===== config.mk =====
export PLATFORM = sky130hd
export DESIGN_NAME = timer_capture_compare_units
export DESIGN_NICKNAME = d
export VERILOG_FILES = /design/src/hdl/capcmp_pkg.sv /design/src/hdl/capture_filter.sv /design/src/hdl/compare_unit.sv /design/src/hdl/timer_capture_compare_units.sv
export SDC_FILE = /design/constraint.sdc
export NUM_CORES = 1
export LEC_CHECK = 0
export ABC_AREA = 1
export BUFFER_PORTS_ARGS = -buffer_cell sky130_fd_sc_hd__buf_2
export CAP_MARGIN = 20
export CORE_UTILIZATION = 45
export DETAILED_ROUTE_END_ITERATION = 10
export PLACE_DENSITY = 0.67
export SLEW_MARGIN = 0
export SYNTH_ARGS = -nofsm -noshare
export SYNTH_HDL_FRONTEND = slang
export SYNTH_HIERARCHICAL = 1
export SYNTH_SLANG_ARGS = --single-unit

===== constraint.sdc =====
create_clock -name clk_i -period 3.5 [get_ports clk_i]
set_input_delay 1.05 -clock clk_i [delete_from_list [all_inputs] [get_ports clk_i]]
set_output_delay 1.05 -clock clk_i [all_outputs]
set_load 0.01 [all_outputs]

===== src/hdl/capcmp_pkg.sv =====
package capcmp_pkg;

  // Register byte offsets on the bus.
  localparam logic [7:0] OFS_CTRL_A = 8'h00;
  localparam logic [7:0] OFS_CTRL_B = 8'h04;
  localparam logic [7:0] OFS_CTRL_C = 8'h08;
  localparam logic [7:0] OFS_CAP_LOW = 8'h0c;
  localparam logic [7:0] OFS_CAP_HIGH = 8'h10;
  localparam logic [7:0] OFS_CMP_A_LOW = 8'h14;
  localparam logic [7:0] OFS_CMP_A_HIGH = 8'h18;
  localparam logic [7:0] OFS_CMP_B_LOW = 8'h1c;
  localparam logic [7:0] OFS_CMP_B_HIGH = 8'h20;
  localparam logic [7:0] OFS_IRQ_MASK = 8'h24;
  localparam logic [7:0] OFS_FLAGS = 8'h28;
  localparam logic [7:0] OFS_CMP_CTRL = 8'h2c;
  localparam logic [7:0] OFS_OUT_STATE = 8'h30;

  // Field positions.
  localparam int CTRL_A_ACT_A_LSB = 6;
  localparam int CTRL_A_ACT_B_LSB = 4;
  localparam int CTRL_A_WGM_LSB = 0;
  localparam int CTRL_B_FILTER_BIT = 7;
  localparam int CTRL_B_EDGE_BIT = 6;
  localparam int CTRL_B_WGM_LSB = 3;
  localparam int CTRL_C_FORCE_A_BIT = 7;
  localparam int CTRL_C_FORCE_B_BIT = 6;
  localparam int FLAG_CAP_BIT = 0;
  localparam int FLAG_CMP_A_BIT = 1;
  localparam int FLAG_CMP_B_BIT = 2;
  localparam int CMP_CTRL_SELECT_BIT = 0;

  // Reset values and timing counts.
  localparam logic [7:0] CTRL_RESET = 8'h00;
  localparam logic [15:0] VALUE_RESET = 16'h0000;
  localparam int SYNC_STAGES = 3;
  localparam int FILTER_SAMPLES = 4;

  // Waveform mode codes with special meaning here.
  localparam logic [3:0] WGM_NORMAL = 4'h0;
  localparam logic [3:0] WGM_CTC_CMP = 4'h4;
  localparam logic [3:0] WGM_PFC_CAP = 4'h8;
  localparam logic [3:0] WGM_PFC_CMP = 4'h9;
  localparam logic [3:0] WGM_PC_CAP = 4'ha;
  localparam logic [3:0] WGM_CTC_CAP = 4'hc;
  localparam logic [3:0] WGM_RESERVED = 4'hd;
  localparam logic [3:0] WGM_FAST_CAP = 4'he;

  // Signals from the counter unit.
  typedef struct packed {
    logic [15:0] value;
    logic tick;
    logic written;
    logic at_top;
    logic at_floor;
  } counter_status_t;

  // Per compare unit settings: buffering and load point decoded from the mode, plus the action bits.
  typedef struct packed {
    logic buffered;
    logic floor_load;
    logic [1:0] action;
  } compare_cfg_t;

endpackage : capcmp_pkg


===== src/hdl/capture_filter.sv =====
`timescale 1ns/1ps
`default_nettype none
module capture_filter
  import capcmp_pkg::*;
(
  // Clock and reset.
  input wire logic clk_i,
  input wire logic rst_i,
  // Trigger sources and settings.
  input wire logic pin_i,
  input wire logic comparator_i,
  input wire logic source_select_i,
  input wire logic filter_enable_i,
  input wire logic rising_edge_i,
  input wire logic enable_i,
  // Qualified edge, one cycle.
  output logic event_o
);

  logic [SYNC_STAGES-1:0] pin_sync_ff;
  logic [SYNC_STAGES-1:0] cmp_sync_ff;
  logic pin_level_ff;
  logic cmp_level_ff;
  logic [FILTER_SAMPLES-2:0] window_ff;
  logic [FILTER_SAMPLES-1:0] samples;
  logic filtered_ff;
  logic prev_ff;
  logic selected;
  logic detect_in;

  // Both sources are synchronised all the time, so switching source can show as an edge.
  always_ff @(posedge clk_i)
  begin
    if (rst_i)
    begin
      pin_sync_ff <= '0;
      cmp_sync_ff <= '0;
      pin_level_ff <= 1'b0;
      cmp_level_ff <= 1'b0;
    end
    else
    begin
      pin_sync_ff <= {pin_sync_ff[SYNC_STAGES-2:0], pin_i};
      cmp_sync_ff <= {cmp_sync_ff[SYNC_STAGES-2:0], comparator_i};
      if (pin_sync_ff[1] == pin_sync_ff[2])
        pin_level_ff <= pin_sync_ff[2];
      if (cmp_sync_ff[1] == cmp_sync_ff[2])
        cmp_level_ff <= cmp_sync_ff[2];
    end
  end

  assign selected = source_select_i ? cmp_level_ff : pin_level_ff;

  // The newest sample joins the stored ones, so the delay is exactly one cycle per sample.
  assign samples = {window_ff, selected};

  // The filter output only moves when the whole sample window agrees.
  always_ff @(posedge clk_i)
  begin
    if (rst_i)
    begin
      window_ff <= '0;
      filtered_ff <= 1'b0;
    end
    else
    begin
      window_ff <= samples[FILTER_SAMPLES-2:0];
      if (&samples || ~|samples)
        filtered_ff <= selected;
    end
  end

  assign detect_in = filter_enable_i ? filtered_ff : selected;

  // Edge detector history.
  always_ff @(posedge clk_i)
  begin
    if (rst_i)
      prev_ff <= 1'b0;
    else
      prev_ff <= detect_in;
  end

  // Edge polarity chosen by software; disabled modes see no events.
  assign event_o = enable_i & (rising_edge_i ? (detect_in & ~prev_ff) : (~detect_in & prev_ff));

endmodule : capture_filter
`default_nettype wire


===== src/hdl/compare_unit.sv =====
`timescale 1ns/1ps
`default_nettype none
module compare_unit
  import capcmp_pkg::*;
(
  // Clock and reset.
  input wire logic clk_i,
  input wire logic rst_i,
  // Counter and settings.
  input wire counter_status_t counter_i,
  input wire compare_cfg_t cfg_i,
  // CPU side.
  input wire logic commit_i,
  input wire logic [15:0] value_i,
  input wire logic force_i,
  input wire logic flag_clear_i,
  output logic [15:0] cpu_view_o,
  output logic [15:0] active_o,
  // Results.
  output logic match_o,
  output logic flag_o,
  output logic state_o
);

  logic [15:0] buffer_ff;
  logic [15:0] active_ff;
  logic block_ff;
  logic flag_ff;
  logic state_ff;
  logic load;
  logic act;

  // A counter write blocks the match at the next timer tick, stopped or not.
  always_ff @(posedge clk_i)
  begin
    if (rst_i)
      block_ff <= 1'b0;
    else if (counter_i.written)
      block_ff <= 1'b1;
    else if (counter_i.tick)
      block_ff <= 1'b0;
  end

  assign match_o = counter_i.tick & ~block_ff & (counter_i.value == active_ff);
  assign load = cfg_i.buffered & counter_i.tick & (cfg_i.floor_load ? counter_i.at_floor : counter_i.at_top);

  // Buffer and active compare value; the buffer is only in use in PWM modes.
  always_ff @(posedge clk_i)
  begin
    if (rst_i)
    begin
      buffer_ff <= VALUE_RESET;
      active_ff <= VALUE_RESET;
    end
    else
    begin
      if (commit_i)
        buffer_ff <= value_i;
      if (commit_i && !cfg_i.buffered)
        active_ff <= value_i;
      else if (load)
        active_ff <= buffer_ff;
    end
  end

  // Hardware set wins over a clear in the same cycle.
  always_ff @(posedge clk_i)
  begin
    if (rst_i)
      flag_ff <= 1'b0;
    else if (match_o)
      flag_ff <= 1'b1;
    else if (flag_clear_i)
      flag_ff <= 1'b0;
  end

  // Action bits act at once; the state is kept across mode changes.
  assign act = ~cfg_i.buffered & (match_o | force_i);
  always_ff @(posedge clk_i)
  begin
    if (rst_i)
      state_ff <= 1'b0;
    else if (act)
      case (cfg_i.action)
        2'h1: state_ff <= ~state_ff;
        2'h2: state_ff <= 1'b0;
        2'h3: state_ff <= 1'b1;
        default: state_ff <= state_ff;
      endcase
  end

  assign cpu_view_o = cfg_i.buffered ? buffer_ff : active_ff;
  assign active_o = active_ff;
  assign flag_o = flag_ff;
  assign state_o = state_ff;

endmodule : compare_unit
`default_nettype wire


===== src/hdl/timer_capture_compare_units.sv =====
`timescale 1ns/1ps
`default_nettype none
module timer_capture_compare_units
  import capcmp_pkg::*;
(
  // Clock and reset.
  input wire logic clk_i,
  input wire logic rst_i,
  // Wishbone classic slave.
  input wire logic [7:0] adr_i,
  input wire logic [31:0] dat_i,
  output logic [31:0] dat_o,
  input wire logic we_i,
  input wire logic [3:0] sel_i,
  input wire logic stb_i,
  input wire logic cyc_i,
  output logic ack_o,
  // Capture sources.
  input wire logic capture_input_pin_i,
  input wire logic comparator_result_i,
  // Counter unit.
  input wire counter_status_t counter_i,
  // Interrupt requests and acknowledges (capture, compare A, compare B).
  output logic capture_irq_o,
  output logic compare_a_irq_o,
  output logic compare_b_irq_o,
  input wire logic [2:0] irq_ack_i,
  // Waveform generator side.
  output logic match_a_o,
  output logic match_b_o,
  output logic [3:0] waveform_mode_select_o,
  output logic [15:0] ceiling_value_o,
  output logic [1:0] compare_output_state_o
);

  // Mode decode helpers, each used in several places.
  function automatic logic is_pwm(input logic [3:0] mode);
    is_pwm = !(mode == WGM_NORMAL || mode == WGM_CTC_CMP || mode == WGM_CTC_CAP || mode == WGM_RESERVED);
  endfunction : is_pwm

  function automatic logic capture_is_ceiling(input logic [3:0] mode);
    capture_is_ceiling = (mode == WGM_PFC_CAP) || (mode == WGM_PC_CAP) ||
                         (mode == WGM_CTC_CAP) || (mode == WGM_FAST_CAP);
  endfunction : capture_is_ceiling

  function automatic logic loads_at_floor(input logic [3:0] mode);
    loads_at_floor = (mode == WGM_PFC_CAP) || (mode == WGM_PFC_CMP);
  endfunction : loads_at_floor

  // Software visible state.
  logic [7:0] timer_ctrl_a_ff;
  logic [7:0] timer_ctrl_b_ff;
  logic [7:0] holding_ff;
  logic [15:0] capture_register_ff;
  logic capture_flag_ff;
  logic [2:0] irq_mask_reg_ff;
  logic comparator_capture_select_ff;
  logic ack_ff;
  logic [7:0] rd_data_ff;
  logic [15:0] ceiling_ff;

  // Decoded access strobes.
  logic access;
  logic wr;
  logic rd;
  logic wr_ctrl_a;
  logic wr_ctrl_b;
  logic wr_ctrl_c;
  logic wr_cap_low;
  logic wr_any_high;
  logic wr_cmp_a_low;
  logic wr_cmp_b_low;
  logic wr_irq_mask;
  logic wr_flags;
  logic wr_cmp_ctrl;
  logic rd_cap_low;
  logic [7:0] nxt_rd_data;

  // Mode and unit wiring.
  logic [3:0] mode;
  logic capture_enable;
  logic capture_event;
  compare_cfg_t cfg_a;
  compare_cfg_t cfg_b;
  logic [15:0] view_a;
  logic [15:0] view_b;
  logic [15:0] active_a;
  logic [15:0] active_b;
  logic flag_a;
  logic flag_b;
  logic state_a;
  logic state_b;
  logic force_a;
  logic force_b;
  logic clear_a;
  logic clear_b;

  // A request is taken in the cycle before ack rises, exactly once per transfer.
  assign access = cyc_i & stb_i & ~ack_ff;
  assign wr = access & we_i & sel_i[0];
  assign rd = access & ~we_i;

  assign wr_ctrl_a = wr && (adr_i == OFS_CTRL_A);
  assign wr_ctrl_b = wr && (adr_i == OFS_CTRL_B);
  assign wr_ctrl_c = wr && (adr_i == OFS_CTRL_C);
  assign wr_cap_low = wr && (adr_i == OFS_CAP_LOW);
  assign wr_cmp_a_low = wr && (adr_i == OFS_CMP_A_LOW);
  assign wr_cmp_b_low = wr && (adr_i == OFS_CMP_B_LOW);
  assign wr_irq_mask = wr && (adr_i == OFS_IRQ_MASK);
  assign wr_flags = wr && (adr_i == OFS_FLAGS);
  assign wr_cmp_ctrl = wr && (adr_i == OFS_CMP_CTRL);
  assign rd_cap_low = rd && (adr_i == OFS_CAP_LOW);

  // Every high byte location writes into the one shared holding register.
  assign wr_any_high = wr && (adr_i == OFS_CAP_HIGH || adr_i == OFS_CMP_A_HIGH || adr_i == OFS_CMP_B_HIGH);

  // Bus acknowledge: one cycle after the request, dropped the cycle after.
  always_ff @(posedge clk_i)
  begin
    if (rst_i)
      ack_ff <= 1'b0;
    else
      ack_ff <= access;
  end

  // Control registers; the mode bits are split over two registers.
  always_ff @(posedge clk_i)
  begin
    if (rst_i)
    begin
      timer_ctrl_a_ff <= CTRL_RESET;
      timer_ctrl_b_ff <= CTRL_RESET;
    end
    else
    begin
      if (wr_ctrl_a)
        timer_ctrl_a_ff <= dat_i[7:0];
      if (wr_ctrl_b)
        timer_ctrl_b_ff <= dat_i[7:0];
    end
  end

  // Interrupt enables and the comparator source select.
  always_ff @(posedge clk_i)
  begin
    if (rst_i)
    begin
      irq_mask_reg_ff <= 3'h0;
      comparator_capture_select_ff <= 1'b0;
    end
    else
    begin
      if (wr_irq_mask)
        irq_mask_reg_ff <= dat_i[2:0];
      if (wr_cmp_ctrl)
        comparator_capture_select_ff <= dat_i[CMP_CTRL_SELECT_BIT];
    end
  end

  assign mode = {timer_ctrl_b_ff[CTRL_B_WGM_LSB +: 2], timer_ctrl_a_ff[CTRL_A_WGM_LSB +: 2]};
  assign capture_enable = ~capture_is_ceiling(mode);

  // Holding register: filled by high byte writes and by capture low reads.
  always_ff @(posedge clk_i)
  begin
    if (rst_i)
      holding_ff <= 8'h00;
    else if (wr_any_high)
      holding_ff <= dat_i[7:0];
    else if (rd_cap_low)
      holding_ff <= capture_register_ff[15:8];
  end

  // Input conditioning shares one synchroniser style for pin and comparator.
  capture_filter u_capture_filter (
    .clk_i(clk_i),
    .rst_i(rst_i),
    .pin_i(capture_input_pin_i),
    .comparator_i(comparator_result_i),
    .source_select_i(comparator_capture_select_ff),
    .filter_enable_i(timer_ctrl_b_ff[CTRL_B_FILTER_BIT]),
    .rising_edge_i(timer_ctrl_b_ff[CTRL_B_EDGE_BIT]),
    .enable_i(capture_enable),
    .event_o(capture_event)
  );

  // Capture register: timestamps in measuring modes, ceiling value otherwise.
  always_ff @(posedge clk_i)
  begin
    if (rst_i)
      capture_register_ff <= VALUE_RESET;
    else if (capture_event)
      capture_register_ff <= counter_i.value;
    else if (wr_cap_low && capture_is_ceiling(mode))
      capture_register_ff <= {holding_ff, dat_i[7:0]};
  end

  // Capture flag: an event in the clearing cycle is kept.
  always_ff @(posedge clk_i)
  begin
    if (rst_i)
      capture_flag_ff <= 1'b0;
    else if (capture_event)
      capture_flag_ff <= 1'b1;
    else if ((wr_flags && dat_i[FLAG_CAP_BIT]) || irq_ack_i[0])
      capture_flag_ff <= 1'b0;
  end

  // Compare settings; the action bits pass straight through, unbuffered.
  assign cfg_a.buffered = is_pwm(mode);
  assign cfg_a.floor_load = loads_at_floor(mode);
  assign cfg_a.action = timer_ctrl_a_ff[CTRL_A_ACT_A_LSB +: 2];
  assign cfg_b.buffered = is_pwm(mode);
  assign cfg_b.floor_load = loads_at_floor(mode);
  assign cfg_b.action = timer_ctrl_a_ff[CTRL_A_ACT_B_LSB +: 2];

  // Force strobes act only in the modes without buffering.
  assign force_a = wr_ctrl_c & dat_i[CTRL_C_FORCE_A_BIT] & ~is_pwm(mode);
  assign force_b = wr_ctrl_c & dat_i[CTRL_C_FORCE_B_BIT] & ~is_pwm(mode);
  assign clear_a = (wr_flags & dat_i[FLAG_CMP_A_BIT]) | irq_ack_i[1];
  assign clear_b = (wr_flags & dat_i[FLAG_CMP_B_BIT]) | irq_ack_i[2];

  compare_unit u_compare_a (
    .clk_i(clk_i),
    .rst_i(rst_i),
    .counter_i(counter_i),
    .cfg_i(cfg_a),
    .commit_i(wr_cmp_a_low),
    .value_i({holding_ff, dat_i[7:0]}),
    .force_i(force_a),
    .flag_clear_i(clear_a),
    .cpu_view_o(view_a),
    .active_o(active_a),
    .match_o(match_a_o),
    .flag_o(flag_a),
    .state_o(state_a)
  );

  compare_unit u_compare_b (
    .clk_i(clk_i),
    .rst_i(rst_i),
    .counter_i(counter_i),
    .cfg_i(cfg_b),
    .commit_i(wr_cmp_b_low),
    .value_i({holding_ff, dat_i[7:0]}),
    .force_i(force_b),
    .flag_clear_i(clear_b),
    .cpu_view_o(view_b),
    .active_o(active_b),
    .match_o(match_b_o),
    .flag_o(flag_b),
    .state_o(state_b)
  );

  // Ceiling for the counter: capture register in its modes, else compare A.
  always_ff @(posedge clk_i)
  begin
    if (rst_i)
      ceiling_ff <= VALUE_RESET;
    else if (capture_is_ceiling(mode))
      ceiling_ff <= capture_register_ff;
    else
      ceiling_ff <= active_a;
  end

  // Read multiplexer; compare reads go straight to the unit, not the holding register.
  always_comb
  begin
    nxt_rd_data = 8'h00;
    case (adr_i)
      OFS_CTRL_A: nxt_rd_data = timer_ctrl_a_ff;
      OFS_CTRL_B: nxt_rd_data = timer_ctrl_b_ff;
      OFS_CAP_LOW: nxt_rd_data = capture_register_ff[7:0];
      OFS_CAP_HIGH: nxt_rd_data = holding_ff;
      OFS_CMP_A_LOW: nxt_rd_data = view_a[7:0];
      OFS_CMP_A_HIGH: nxt_rd_data = view_a[15:8];
      OFS_CMP_B_LOW: nxt_rd_data = view_b[7:0];
      OFS_CMP_B_HIGH: nxt_rd_data = view_b[15:8];
      OFS_IRQ_MASK: nxt_rd_data = {5'h00, irq_mask_reg_ff};
      OFS_FLAGS: nxt_rd_data = {5'h00, flag_b, flag_a, capture_flag_ff};
      OFS_CMP_CTRL: nxt_rd_data = {7'h00, comparator_capture_select_ff};
      OFS_OUT_STATE: nxt_rd_data = {6'h00, state_b, state_a};
      default: nxt_rd_data = 8'h00;
    endcase
  end

  // Read data is registered when the request is taken and held until the next one.
  always_ff @(posedge clk_i)
  begin
    if (rst_i)
      rd_data_ff <= 8'h00;
    else if (rd)
      rd_data_ff <= nxt_rd_data;
  end

  // Bus and side outputs.
  assign dat_o = {24'h000000, rd_data_ff};
  assign ack_o = ack_ff;
  assign capture_irq_o = capture_flag_ff & irq_mask_reg_ff[FLAG_CAP_BIT];
  assign compare_a_irq_o = flag_a & irq_mask_reg_ff[FLAG_CMP_A_BIT];
  assign compare_b_irq_o = flag_b & irq_mask_reg_ff[FLAG_CMP_B_BIT];
  assign waveform_mode_select_o = mode;
  assign ceiling_value_o = ceiling_ff;
  assign compare_output_state_o = {state_b, state_a};

endmodule : timer_capture_compare_units
`default_nettype wire


# == Yosys cells after proc, flatten, opt, wreduce, memory -nomap -nowiden ==
# Cells that the tools add are included.
# totals
reg_bits,152
in_bits,74
output_inout_bits,60
wordCells,161
# classes
n_eq_ne,29
mux,26
bitwise_logic,36
reduce_logical,44
# ops
cell,count
$mux 16,9
$pmux 8 s12,1
$eq 8x6->1 const B,5
$eq 16x16->1,2
$eq 8x5->1 const B,4
$and 1x1->1,24
$eq 4x4->1 const B,6
$eq 8x4->1 const B,2
$mux 8,2
$reduce_bool 2->1,8
$logic_and 1x1->1,15
$mux 1,12
$logic_or 1x1->1,11
$eq 2x2->1 const B,4
$eq 8x3->1 const B,1
$logic_not 8->1,1
$not 1->1,8
$pmux 1 s3,2
$reduce_bool 3->1,2
$eq 2x1->1 const B,2
$eq 4x3->1 const B,1
$logic_not 4->1,1
$or 1x1->1,4
$reduce_and 2->1,2
4 further kinds,6

# == Longest topological paths before layout ==
# logic_depth
ltp_word,10
ltp_mapped,12
mapped_depth_nobuf,12

# == Modules after synthesis ==
# The synthesis kept the hierarchy.
# by_module_without_submodules
mod,n_inst,cells_each,area_per_inst_um2,seq_area_each_um2
compare_unit,2,330,2029.4,700.7
timer_capture_compare_units,1,584,3985.1,1401.3
capture_filter,1,60,464.2,260.2

# == Worst setup path after synthesis ==
# No wires, ideal clock.
# synth_timing
kind,input -> output
from,input port counter_i[3] (netlist bit)
to,output port match_a_o
t_arrival_ps,1972
required_time_ps,2450
slack_ps,478
stages,5
path_cell_list,inv_1 > or2_2 > nor4_1 > nand2_1 > nor4_1
# synth_via
elab_chain_len,2
# synth_lines
item,line,rtl
from (decl),timer_capture_compare_units.sv:22,"input wire counter_status_t counter_i,"
$and 1x1->1 (2 in a row),compare_unit.sv:44,assign match_o = counter_i.tick & ~block_ff & (counter_i.value == active_ff);
to (decl),timer_capture_compare_units.sv:29,"output logic match_a_o,"
# No other way between the ends.

# == Worst setup path in the final report ==
# Ends and elaborated chain as after synthesis.

==> flow_metrics.tcl <==
set metrics [dict create \
    regToRegEndpoint "capture_register_ff[0]" \
    outcome "completed" \
    core_area_mm2 0.01827 \
    worst_pin_slew_ns 0.7480 \
    rsz0062_at_grt "false" \
    grt_use_total_pct 29.03 \
    ys_seq_area_share_pct 36.00 \
    portBuffers 82 \
    synthArstFlopShare_pct 0 \
    end_kind "output port" \
    maxCapViolCount 0 \
    worstPathRequired_ns 2.45 \
    worst_setup_path_start_kind "primary input" \
    num_antenna_cells 0 \
    start_util_pct 46.57 \
    setup_viol 0 \
    hold_path_class "reg2reg" \
    gp_congestion 0.9208 \
    synth_area_mm2 0.008508 \
    fin_crit_sh_pct 98.82 \
    grt_overflow 0 \
    rows 49 \
    drt_iter0_drc 829 \
    leakage_nw 4.187 \
    cts_tree "built" \
    synth-edff-count 0 \
    die_h_um 139.5 \
    setup_tns_ns 0 \
    routed-via-count 8611 \
    antenna_found_initial 0 \
    crit_buf_inv 4 \
    postRouteAntennaNets 0 \
    synthTopCellsByArea "dfxtp_1 36%, nand2_1 15%, nor2_1 8.8%" \
    finalHoldViolCount 0 \
    power.density_mw_per_mm2 407.6 \
    grt_pass1_vias 7952 \
    min_path_cells 2 \
    final_cells 1600 \
    hp-start "u_capture_filter/pin_sync_ff[0]" \
    crit_fanout 6 \
    routedWlPerCell_um 17.13 \
    io_pins 134 \
    critPathTopFamily "simple AND/OR/NAND/NOR gates" \
    max_slew_margin_pct 50.14 \
    reg2reg_slack_ns 1.01 \
    ys.flop_type "dfxtp_1" \
    layout.nets 1433 \
    dpl.hpwl_mm 20.16 \
    fillers 1912 \
    syn_inst 1304 \
    r2r_start "comparator_capture_select_ff" \
    final_cell_mix "330 x nand2_1, 200 x nor2_1, 153 x dfxtp_1, 141 x inv_1, 91 x o21ai_0" \
    yosysWarningCount 6 \
    fin_util_pct 52.32 \
    clk_pin_slew_worst_paths_ns 0.06 \
    clk_path_buf_depth 2 \
    report.final.slew_viol_count 0 \
    holdPathEnd "u_capture_filter/pin_sync_ff[1]" \
    synth_seq_cells 153 \
    drive_above_1_share_pct 13.86 \
    cts_made_buffers 17 \
    first_pass_iters 8 \
    htree_levels 4 \
    wirelength_mm 27.41 \
    period_needed_ns 3.459 \
    fp.dieArea_mm2 0.01946 \
    syn2layout_area_growth_pct 12.35 \
    final_common_cell "nand2_1" \
    rr_worst_depth 11 \
    max_stage_delay_ns 0.27 \
    clk_latency_ns 0.43 \
    synth_top_cell_by_area "dfxtp_1" \
    syn_area_per_cell_um2 6.525 \
    root_buffer "clkbuf_16" \
    viasPerCell 5.382 \
    cp.arrival_ns 2.41 \
    fp.dieW_um 139.5 \
    hold_buffers 0 \
    crit_path_top_delay_cell "or2_2" \
    synth_top_area_share_pct 36.00 \
    skew_ns 0.01024 \
    clock_sinks 153 \
    fmax_mhz 289.1 \
    path_cells "buf_2 > inv_1 > or2_2 > nor4_1 > nand2_1 > nor4_1 > buf_4 > buf_2" \
    ys_types 42 \
    drc_errors 0 \
    grt_start_max_net_pins 69 \
    dp_cells 1569 \
    path_class "in2out" \
    vdd_ir_drop_max_v 0.0003221 \
    grt_pass1_wl_mm 43.26 \
]
-- worst reg2reg max path, cell delays in order (launching register included) --
cell	delay [ns]
dfxtp_1	0.46
inv_1	0.07
nand2_1	0.10
nand3_1	0.13
a21oi_1	0.17
nor2_1	0.06
buf_4	0.20
inv_1	0.40
nand2_4	0.27
inv_1	0.32
nand2_1	0.12
a21oi_2	0.12
-- how the worst max path moves through the flow --
stage                 startpoint  slack [ns]  depth (start not counted)   endpoint
finish              counter_i[3]        0.04                          8  match_a_o
global route        counter_i[3]       0.008                          8  match_a_o
CTS                 counter_i[3]        0.02                          7  match_b_o
detailed placement  counter_i[3]        0.03                          7  match_b_o
global placement    counter_i[3]        0.03                          7  match_b_o
floorplan           counter_i[3]        0.48                          5  match_a_o
-- synthesized netlist by cell type (5+ instances only) --
cell type	number
nand2_1	330
nor2_1	200
dfxtp_1	153
inv_1	141
o21ai_0	91
a21oi_1	63
nand3_1	63
a211oi_1	44
buf_4	38
nor3_1	32
clkbuf_1	23
buf_2	12
a311oi_1	11
inv_2	9
a21oi_2	8
buf_1	7
nand2_2	6
nand4_1	6
nor2_2	6
nor2_4	6
o21ai_1	6
nand2_4	5
-- sequential cells by signal, indices dropped and copies added (netlist names), 3 cells and up --
signal,cells
u_compare_b/buffer_ff,16
u_compare_b/active_o,16
u_capture_filter/cmp_sync_ff,3
timer_ctrl_b_ff,8
u_compare_a/active_o,16
u_compare_a/buffer_ff,16
capture_register_ff,16
timer_ctrl_a_ff,8
rd_data_ff,8
u_capture_filter/window_ff,3
holding_ff,8
u_capture_filter/pin_sync_ff,3
ceiling_value_o,16
irq_mask_reg_ff,3
-- layer usage --
layer  track usage (%)  vias up  share of wire (%)  routed length, um
li1                  -     4259                  -                  -
met1             37.96     3913                 43              11770
met2             46.68      374                 46              12500
met3             4.336       65                7.6               2083
met4             14.39        0                3.8               1054
met5                 0        -                  0                  0
-- layout make-up --
class	instances	area, um2	share of cell area (%)
Timing Repair Buffer	97	550.5	5.759
Clock inverter	11	145.1	1.518
Tap cell	229	286.5	2.997
Sequential cell	153	3063	32.04
Clock buffer	20	456.7	4.777
Inverter	150	563.0	5.890
Multi-Input combinational cell	940	4494	47.02
-- cell families after synthesis --
group | Yosys count | share of synthesized area, %
compound gates | 238 | 16.82
buf+inv | 234 | 12.46
flops | 153 | 36.00
other cells | 1 | 0.04408
simple gates | 678 | 34.68
-- metrics by stage --
stage | instance area [um2] | worst slack (ns) | hold WS [ns] | power (mW)
after floorplan | 8594 | 0.4784 | 0.3883 | 1.936
after CTS | 9547 | 0.02417 | 0.4068 | 3.909
after detailed placement | 8945 | 0.02610 | 0.3960 | 2.016
final | 9559 | 0.04116 | 0.4033 | 3.897
after global placement | 8945 | 0.03273 | 0.3958 | 2.016
after global routing | 9559 | 0.008470 | 0.4294 | 4.017
-- power by group --
group / switching [mW] / internal (mW) / total (mW)
Clock: 0.760 / 1.16 / 1.92
Combinational: 0.170 / 0.0597 / 0.230
Sequential: 0.00389 / 1.75 / 1.75
-- what timing repair did --
action / CTS / global route
gates resized for setup: 0 / 2
setup buffers: 0 / 0
endpoints found under the setup margin: 0 / 1
Power figures use the tool's default switching activity.
